### src/design/act_pkg.sv
// shared constants, entry layout and carrier types of the control table
package act_pkg;

    // ==========================================================
    // table geometry
    localparam int          ACT_TABLE_BYTES = 128;
    localparam logic [7:0]  ACT_RAM_BASE    = 8'h40;
    localparam int          ACT_N_ENT       = 43;

    // ==========================================================
    // byte addresses touched by the block's own logic
    localparam logic [6:0] ACT_ADDR_PRODUCT_CODE   = 7'h00;
    localparam logic [6:0] ACT_ADDR_PRODUCT_DETAIL = 7'h02;
    localparam logic [6:0] ACT_ADDR_FIRMWARE_REV   = 7'h06;
    localparam logic [6:0] ACT_ADDR_MOTION_FLOOR   = 7'h18;
    localparam logic [6:0] ACT_ADDR_HEAT_CEILING   = 7'h1F;
    localparam logic [6:0] ACT_ADDR_DRIVE_SWITCH   = 7'h40;
    localparam logic [6:0] ACT_ADDR_LAMP           = 7'h41;
    localparam logic [6:0] ACT_ADDR_REPLY_POLICY   = 7'h44;
    localparam logic [6:0] ACT_ADDR_DEFERRED_CMD   = 7'h45;
    localparam logic [6:0] ACT_ADDR_FAULT_FLAGS    = 7'h46;
    localparam logic [6:0] ACT_ADDR_RAMP_ACCEL     = 7'h6C;
    localparam logic [6:0] ACT_ADDR_RAMP_SPEED     = 7'h70;
    localparam logic [6:0] ACT_ADDR_MS_COUNTER     = 7'h78;
    localparam logic [6:0] ACT_ADDR_IN_MOTION      = 7'h7A;
    localparam logic [6:0] ACT_ADDR_MOTION_DETAIL  = 7'h7B;
    localparam logic [6:0] ACT_ADDR_DUTY_MEASURED  = 7'h7C;
    localparam logic [6:0] ACT_ADDR_AMP_MEASURED   = 7'h7E;

    // ==========================================================
    // timing: one millisecond counter step
    localparam int ACT_CLK_PERIOD_NS = 40;
    localparam int ACT_TICK_NS       = 1000000;
    localparam int ACT_TICK_CYCLES   = ACT_TICK_NS / ACT_CLK_PERIOD_NS;

    // ==========================================================
    // entry list: start address, width in bytes, value after reset, host rw
    localparam int ACT_ENT_ADDR [ACT_N_ENT] = '{
        0, 2, 6, 7, 8, 9, 11, 13, 20, 24, 31, 32, 34, 36, 38,
        40, 44, 48, 52, 63, 64, 65, 68, 69, 70, 76, 78, 80, 82, 84,
        88, 90, 100, 102, 104, 108, 112, 116, 120, 122, 123, 124, 126};
    localparam int ACT_ENT_SIZE [ACT_N_ENT] = '{
        2, 4, 1, 1, 1, 1, 1, 1, 4, 4, 1, 2, 2, 2, 2,
        4, 4, 4, 4, 1, 1, 1, 1, 1, 1, 2, 2, 2, 2, 2,
        2, 2, 2, 2, 4, 4, 4, 4, 2, 1, 1, 2, 2};
    localparam int ACT_ENT_RST [ACT_N_ENT] = '{
        0, 0, 0, 7, 1, 250, 3, 2, 0, 10, 80, 160, 95, 885, 1193,
        32767, 480, 4095, 0, 52, 0, 0, 2, 0, 0, 1920, 50, 0, 0, 800,
        0, 0, 0, 0, 0, 0, 0, 0, 0, 0, 0, 0, 0};
    localparam bit ACT_ENT_RW [ACT_N_ENT] = '{
        0, 0, 0, 1, 1, 1, 1, 1, 1, 1, 1, 1, 1, 1, 1,
        1, 1, 1, 1, 1, 1, 1, 1, 0, 0, 1, 1, 1, 1, 1,
        1, 1, 1, 1, 1, 1, 1, 1, 0, 0, 0, 0, 0};

    // ==========================================================
    // byte image of values after reset, little-endian per entry
    function automatic logic [ACT_TABLE_BYTES-1:0][7:0] act_defaults();
        logic [ACT_TABLE_BYTES-1:0][7:0] img;
        img = '0;
        for (int e = 0; e < ACT_N_ENT; e++) begin
            for (int b = 0; b < ACT_ENT_SIZE[e]; b++) begin
                img[ACT_ENT_ADDR[e] + b] = 8'(ACT_ENT_RST[e] >> (8 * b));
            end
        end
        return img;
    endfunction : act_defaults

    // one bit per byte address: host may write it
    function automatic logic [ACT_TABLE_BYTES-1:0] act_rw_mask();
        logic [ACT_TABLE_BYTES-1:0] m;
        m = '0;
        for (int e = 0; e < ACT_N_ENT; e++) begin
            for (int b = 0; b < ACT_ENT_SIZE[e]; b++) begin
                m[ACT_ENT_ADDR[e] + b] = ACT_ENT_RW[e];
            end
        end
        return m;
    endfunction : act_rw_mask

    localparam logic [ACT_TABLE_BYTES-1:0][7:0] ACT_DEFAULTS = act_defaults();
    localparam logic [ACT_TABLE_BYTES-1:0]      ACT_RW_MASK  = act_rw_mask();

    // ==========================================================
    // carriers
    typedef struct packed {
        logic       valid;
        logic       write;
        logic [7:0] addr;
        logic [7:0] wdata;
    } act_req_t;

    typedef struct packed {
        logic       ack;
        logic       refused;
        logic [7:0] rdata;
    } act_rsp_t;

    typedef struct packed {
        logic [7:0]  in_motion;
        logic [7:0]  motion_detail;
        logic [7:0]  fault_flags;
        logic [7:0]  deferred_cmd;
        logic [15:0] duty_measured;
        logic [15:0] amp_measured;
    } act_status_t;

    typedef struct packed {
        logic        drive_on;
        logic [7:0]  lamp;
        logic [7:0]  heat_ceiling;
        logic [31:0] motion_floor;
        logic [7:0]  reply_policy;
        logic [31:0] ramp_accel;
        logic [31:0] ramp_speed;
    } act_cfg_t;

    typedef struct packed {
        logic [ACT_TABLE_BYTES-1:0][7:0] mem;
        logic [31:0]                     tick_div;
        act_rsp_t                        rsp;
    } act_state_t;

endpackage : act_pkg

### src/design/act_table.sv
// byte-addressed control table of the actuator with retained and volatile areas
//
// What this block does
// read returns byte at host-named address
// host supplies the address in every access
// volatile area reloads defaults at power-up
// retained area keeps written values over reset unless nv_load is high
// retained writes only while drive switch zero
// writes to read-only entries are ignored
// entries are one to four bytes
// heat ceiling at 31, default 80
// motion speed floor at 24, default 10
// reply policy at 68, default 2
// ramp acceleration at 108, default 0
// ramp speed at 112, default 0
// millisecond counter at 120, read-only
// motion detail at 123, zero after power-up
// multi-byte entries are least significant first
`timescale 1ns/100ps
module act_table
    import act_pkg::*;
#(
    // arbitrary identity values
    parameter logic [15:0] PRODUCT_CODE  = 16'h0ABC,
    parameter logic [31:0] PRODUCT_INFO  = 32'h0000_0000,
    parameter logic [7:0]  FIRMWARE_REV  = 8'h01,
    parameter int          TICK_CYCLES   = act_pkg::ACT_TICK_CYCLES
) (
    // clock and reset
    input  wire logic                ref_clk,
    input  wire logic                rst,
    // reload retained area with factory values during reset
    input  wire logic                nv_load,
    // byte access from the packet engine
    input  wire act_pkg::act_req_t   host_req,
    output act_pkg::act_rsp_t        host_rsp,
    // measurements from the control loop
    input  wire act_pkg::act_status_t loop_status,
    // settings towards the control loop
    output act_pkg::act_cfg_t        loop_cfg
);
    import act_pkg::*;

    act_state_t st;
    act_state_t next_st;

    logic [6:0]  idx;
    logic        mapped;
    logic        allowed;
    logic [15:0] ms_now;

    // ==========================================================
    // access decode
    assign idx     = host_req.addr[6:0];
    assign mapped  = (host_req.addr < 8'(ACT_TABLE_BYTES));
    assign allowed = mapped && ACT_RW_MASK[idx]
                     && ((host_req.addr >= ACT_RAM_BASE)
                         || (st.mem[ACT_ADDR_DRIVE_SWITCH] == 8'h00));
    assign ms_now  = {st.mem[ACT_ADDR_MS_COUNTER + 7'h01],
                      st.mem[ACT_ADDR_MS_COUNTER]};

    // ==========================================================
    // next state
    always_comb begin
        next_st             = st;
        next_st.rsp.ack     = 1'b0;
        next_st.rsp.refused = 1'b0;

        // host access, one byte per request; the packet engine walks
        // multi-byte entries from the lowest address upward
        if (host_req.valid && !rst) begin
            next_st.rsp.ack = 1'b1;
            if (host_req.write) begin
                next_st.rsp.rdata = 8'h00;
                if (allowed) begin
                    next_st.mem[idx] = host_req.wdata;
                end else begin
                    next_st.rsp.refused = 1'b1;
                end
            end else if (mapped) begin
                next_st.rsp.rdata = st.mem[idx];
            end else begin
                next_st.rsp.rdata = 8'h00;
            end
        end

        // millisecond counter, wraps at 16 bits
        if (st.tick_div >= 32'(TICK_CYCLES - 1)) begin
            next_st.tick_div = 32'h0000_0000;
            {next_st.mem[ACT_ADDR_MS_COUNTER + 7'h01],
             next_st.mem[ACT_ADDR_MS_COUNTER]} = ms_now + 16'h0001;
        end else begin
            next_st.tick_div = st.tick_div + 32'h0000_0001;
        end

        // live read-only entries follow the control loop
        next_st.mem[ACT_ADDR_IN_MOTION]     = loop_status.in_motion;
        next_st.mem[ACT_ADDR_MOTION_DETAIL] = loop_status.motion_detail;
        next_st.mem[ACT_ADDR_FAULT_FLAGS]   = loop_status.fault_flags;
        next_st.mem[ACT_ADDR_DEFERRED_CMD]  = loop_status.deferred_cmd;
        {next_st.mem[ACT_ADDR_DUTY_MEASURED + 7'h01],
         next_st.mem[ACT_ADDR_DUTY_MEASURED]} = loop_status.duty_measured;
        {next_st.mem[ACT_ADDR_AMP_MEASURED + 7'h01],
         next_st.mem[ACT_ADDR_AMP_MEASURED]}  = loop_status.amp_measured;

        // power-up: volatile area to defaults, retained area untouched
        // unless a factory reload is asked for
        if (rst) begin
            for (int i = 0; i < ACT_TABLE_BYTES; i++) begin
                if ((i >= int'(ACT_RAM_BASE)) || nv_load) begin
                    next_st.mem[i] = ACT_DEFAULTS[i];
                end
            end
            next_st.tick_div = 32'h0000_0000;
            next_st.rsp      = '0;
        end

        // identity bytes are fixed by hardware
        {next_st.mem[ACT_ADDR_PRODUCT_CODE + 7'h01],
         next_st.mem[ACT_ADDR_PRODUCT_CODE]} = PRODUCT_CODE;
        {next_st.mem[ACT_ADDR_PRODUCT_DETAIL + 7'h03],
         next_st.mem[ACT_ADDR_PRODUCT_DETAIL + 7'h02],
         next_st.mem[ACT_ADDR_PRODUCT_DETAIL + 7'h01],
         next_st.mem[ACT_ADDR_PRODUCT_DETAIL]} = PRODUCT_INFO;
        next_st.mem[ACT_ADDR_FIRMWARE_REV] = FIRMWARE_REV;
    end

    always_ff @(posedge ref_clk) begin
        st <= next_st;
    end

    // ==========================================================
    // outputs, all taken from table flops
    assign host_rsp = st.rsp;

    assign loop_cfg.drive_on     = (st.mem[ACT_ADDR_DRIVE_SWITCH] != 8'h00);
    assign loop_cfg.lamp         = st.mem[ACT_ADDR_LAMP];
    assign loop_cfg.heat_ceiling = st.mem[ACT_ADDR_HEAT_CEILING];
    assign loop_cfg.motion_floor = {st.mem[ACT_ADDR_MOTION_FLOOR + 7'h03],
                                    st.mem[ACT_ADDR_MOTION_FLOOR + 7'h02],
                                    st.mem[ACT_ADDR_MOTION_FLOOR + 7'h01],
                                    st.mem[ACT_ADDR_MOTION_FLOOR]};
    assign loop_cfg.reply_policy = st.mem[ACT_ADDR_REPLY_POLICY];
    assign loop_cfg.ramp_accel   = {st.mem[ACT_ADDR_RAMP_ACCEL + 7'h03],
                                    st.mem[ACT_ADDR_RAMP_ACCEL + 7'h02],
                                    st.mem[ACT_ADDR_RAMP_ACCEL + 7'h01],
                                    st.mem[ACT_ADDR_RAMP_ACCEL]};
    assign loop_cfg.ramp_speed   = {st.mem[ACT_ADDR_RAMP_SPEED + 7'h03],
                                    st.mem[ACT_ADDR_RAMP_SPEED + 7'h02],
                                    st.mem[ACT_ADDR_RAMP_SPEED + 7'h01],
                                    st.mem[ACT_ADDR_RAMP_SPEED]};

endmodule : act_table

### config.mk
export PLATFORM = sky130hd
export DESIGN_NAME = act_table
export DESIGN_NICKNAME = d
export VERILOG_FILES = /design/src/design/act_pkg.sv /design/src/design/act_table.sv
export SDC_FILE = /design/constraint.sdc
export NUM_CORES = 2
export LEC_CHECK = 0
export BUFFER_PORTS_ARGS = -buffer_cell sky130_fd_sc_hd__buf_2
export CAP_MARGIN = 20
export CORE_MARGIN = 2
export CORE_UTILIZATION = 40
export DETAILED_ROUTE_END_ITERATION = 7
export GPL_TIMING_DRIVEN = 0
export PLACE_DENSITY = 0.67
export SETUP_SLACK_MARGIN = 0.3
export SLEW_MARGIN = 0
export SYNTH_ARGS = -nofsm -noshare
export SYNTH_HDL_FRONTEND = slang
export SYNTH_SLANG_ARGS = --single-unit
### constraint.sdc
create_clock -name ref_clk -period 3.1 [get_ports ref_clk]
set_input_delay 0.775 -clock ref_clk [delete_from_list [all_inputs] [get_ports ref_clk]]
set_output_delay 0.775 -clock ref_clk [all_outputs]
set_load 0.03 [all_outputs]
==> run metrics <==
Cells after DPL=6352; worst vdd ir=0.440 mV; share of layout cells above drive strength 1=19.8%; Fin Hold WS=~250 ps; Pwr Density=556 nW/um^2; synth cell count leaders=dfxtp_1, nand3_1, a21oi_1; clock sink total=1010; # rows=121; most numerous cell in the Yosys netlist=dfxtp_1; initial antenna violation count=13; # H-tree levels=3; layer carrying the most global-route usage=met2; clk_skew=33.3 ps; Largest stage delay, worst path=around 570 ps; status=complete, but fails checks; Leakage=between 15 and 20 nW; post-synthesis cell area=43900 sq um; number of global-route vias before repair=~39000; core area=109000 sq um; clock-pin slew on the worst setup and hold paths=60 ps; total grt overflow=0; Die Y=335 um; M1 GR Usage=~44%; DR pass1 iterations=8; Layout area overhead=19.4%; CTS Buf Count=107; ANT nets after route=0; final wirelength=199 mm; Most Frequent Cell on Critical Path=buf_6; Hold Vio Cnt, Final=0; cts-stage hold buffer count=0; Distinct cells, synth=60; CTS Buffer Depth=3; final setup margin=around 120 ps; worst-path cell with the longest stage delay=a222oi_1; initial DRC count=6801; met3 usage=about 12%; Crit Path Category=input port to flop; final setup violation count=0; Clock Latency Late Sink=730 ps; synth top area cells=dfxtp_1, mux4_2, nand3_1; total number of vias=42031; period utilization=96.0%; FFs w/ async S/R, synth=0%; Slew headroom=between 10% and 20%; Syn. warnings=0; Place WS=-1520 ps; FMAX=336 MHz; element type at the critical path end=flop; die area=112000 sq um; Avg WL per Cell=30.1 um; Syn Inst Count=4697; Setup TNS=0 ps; met2 GRT Util=between 40% and 50%; IO buf count=211; syn_area_per_cell=9.34 sq um; share of the synthesized area in the top cell type=approximately 46%; Detailed Place HPWL=139 mm; Post-synth EDFFs=0; CP Data Arrival Time=3550 ps; path category of the worst min-delay check=input port to flop; Post-Route Utilization=48.1%; die width=approximately 340 um; DRC=4; Avg Vias per Cell=6.36; Final GP Congestion=1.05; synthesized flop and latch total=1010; initial core utilization=around two fifths; IO Pins=roughly 220; post-synth top area cell=dfxtp_1; crit-path max FO=10; violated checks=DRC; Root Buffer Master=clkbuf_16; max-cap check violation count=0; Worst setup SP type=input port; first-pass GRT wire length=278 mm; Synth Flop Type=dfxtp_1; Worst EP required=~3700 ps; Final min period=2980 ps; CP Cell Sequence=clkbuf_4 -> buf_8 -> buf_12 -> buf_6 -> buf_6 -> mux2i_1 -> a22oi_1 -> nand3_1 -> nand4_1 -> a222oi_1 -> o221ai_1; CTS tree=yes; largest net degree at the start of global routing=16; total track usage=34.0%; Slew @ Worst Pin=1260 ps; Layout Cells excl Fill=6611; Final #Nets=5196; sequential area share after synthesis=between 40% and 50%; RSZ-0062 raised after global routing=true; final slew viol count=0
area by class of cell:
cell class,count,area (sq um)
fillers,10253,56500
multi-input cells,3044,20500
flip-flops and latches,1010,20200
plain buffers,652,4250
clock buffers,153,3070
repair buffers,287,1970
well taps,1414,1770
clock inverters,34,584
inverters,7,27.5
diodes,10,25.0
through the flow:
| step | instance area [sq um] | power, mW |
|---|---|---|
| after floorplan | 43900 | 14.4 |
| after global placement | 46800 | 15.4 |
| after detailed placement | 47000 | 15.4 |
| after CTS | 51800 | 28.8 |
| after global routing | 52400 | 29.6 |
| final | 52400 | 29.1 |
layout by cell type, fill, tap and decap left out, drive strengths merged, types with 17 or more instances in the layout:
| cell type | instances |
|---|---|
| nor2b | 222 |
| mux2i | 173 |
| clkinv | 17 |
| a22oi | 95 |
| conb | 17 |
| clkbuf | 522 |
| nor2 | 57 |
| and2 | 150 |
| a21oi | 553 |
| nand3 | 715 |
| nor4 | 17 |
| nand2 | 73 |
| o21ai | 615 |
| buf | 568 |
| nand4 | 25 |
| and3 | 18 |
| dfxtp | 1010 |
| mux4 | 173 |
layer usage:
| metal | vias to the layer above | wire length (um) | share of wire (%) |
|---|---|---|---|
| li1 | 17594 | - | - |
| met3 | 759 | 28500 | 14 |
| met1 | 20323 | 74500 | 37 |
| met4 | 16 | 14900 | 7.5 |
| met2 | 3339 | 80700 | 41 |
| met5 | - | 147 | 0.074 |
logic make-up (layout without fill, tap and decap cells):
logic type / count (synthesis) / in the layout / synth area share, %
compound gates: 1335 / 1335 / 16.3
simple gates: 1320 / 1320 / 16.3
flops: 1010 / 1010 / 46.1
buf+inv: 659 / 1133 / 7.88
mux: 356 / 356 / 13.1
xor+xnor: 14 / 14 / 0.280
fa+ha+maj: 2 / 2 / 0.0570
other cells: 1 / 27 / 0.00855
worst paths after layout:
| check | startpoint | endpoint | slack [ps] | depth (start not counted) |
|---|---|---|---|---|
| hold reg to reg | st[539]$_DFF_P_ | st[539]$_DFF_P_ | 460 | 1 |
| setup reg to reg | st[557]$_SDFFE_PP0P_ | st[561]$_SDFFE_PP0P_ | 290 | 9 |
| setup / recovery | host_req[9] | host_rsp[6]$_SDFFE_PP0P_ | 120 | 11 |
| hold / removal | loop_status[42] | st[604]$_SDFF_PP0_ | 250 | 2 |
power breakdown:
| group | internal (mW) | switching (mW) | total, mW | leakage, nW |
|---|---|---|---|---|
| clock network | 7.96 | 5.66 | 13.6 | 1.78 |
| registers | 13.0 | 0.0289 | 13.1 | 8.16 |
| logic | 0.696 | 1.73 | 2.43 | 9.07 |
| total | 21.7 | 7.42 | 29.1 | 19.0 |
state kept, by name, summed over array words and instances (netlist names):
register  cells
host_rsp     10
loop_cfg    120
ms_now       16
st          864
critical path: cells and delay by family:
| kind | cells | cell delay [ps] |
|---|---|---|
| simple gates | 2 | 610 |
| compound gates | 3 | 820 |
| buf+inv | 5 | 1070 |
| mux | 1 | 230 |
timing repair:
item	4_1_cts	5_1_grt
hold endpoints to repair	0	0
resized for setup	232	123
gates cloned	1	3
endpoints found under the setup margin	614	572
pin swaps	19	12
setup buffers	33	24
No activity file was read; power rests on OpenSTA's default activity.
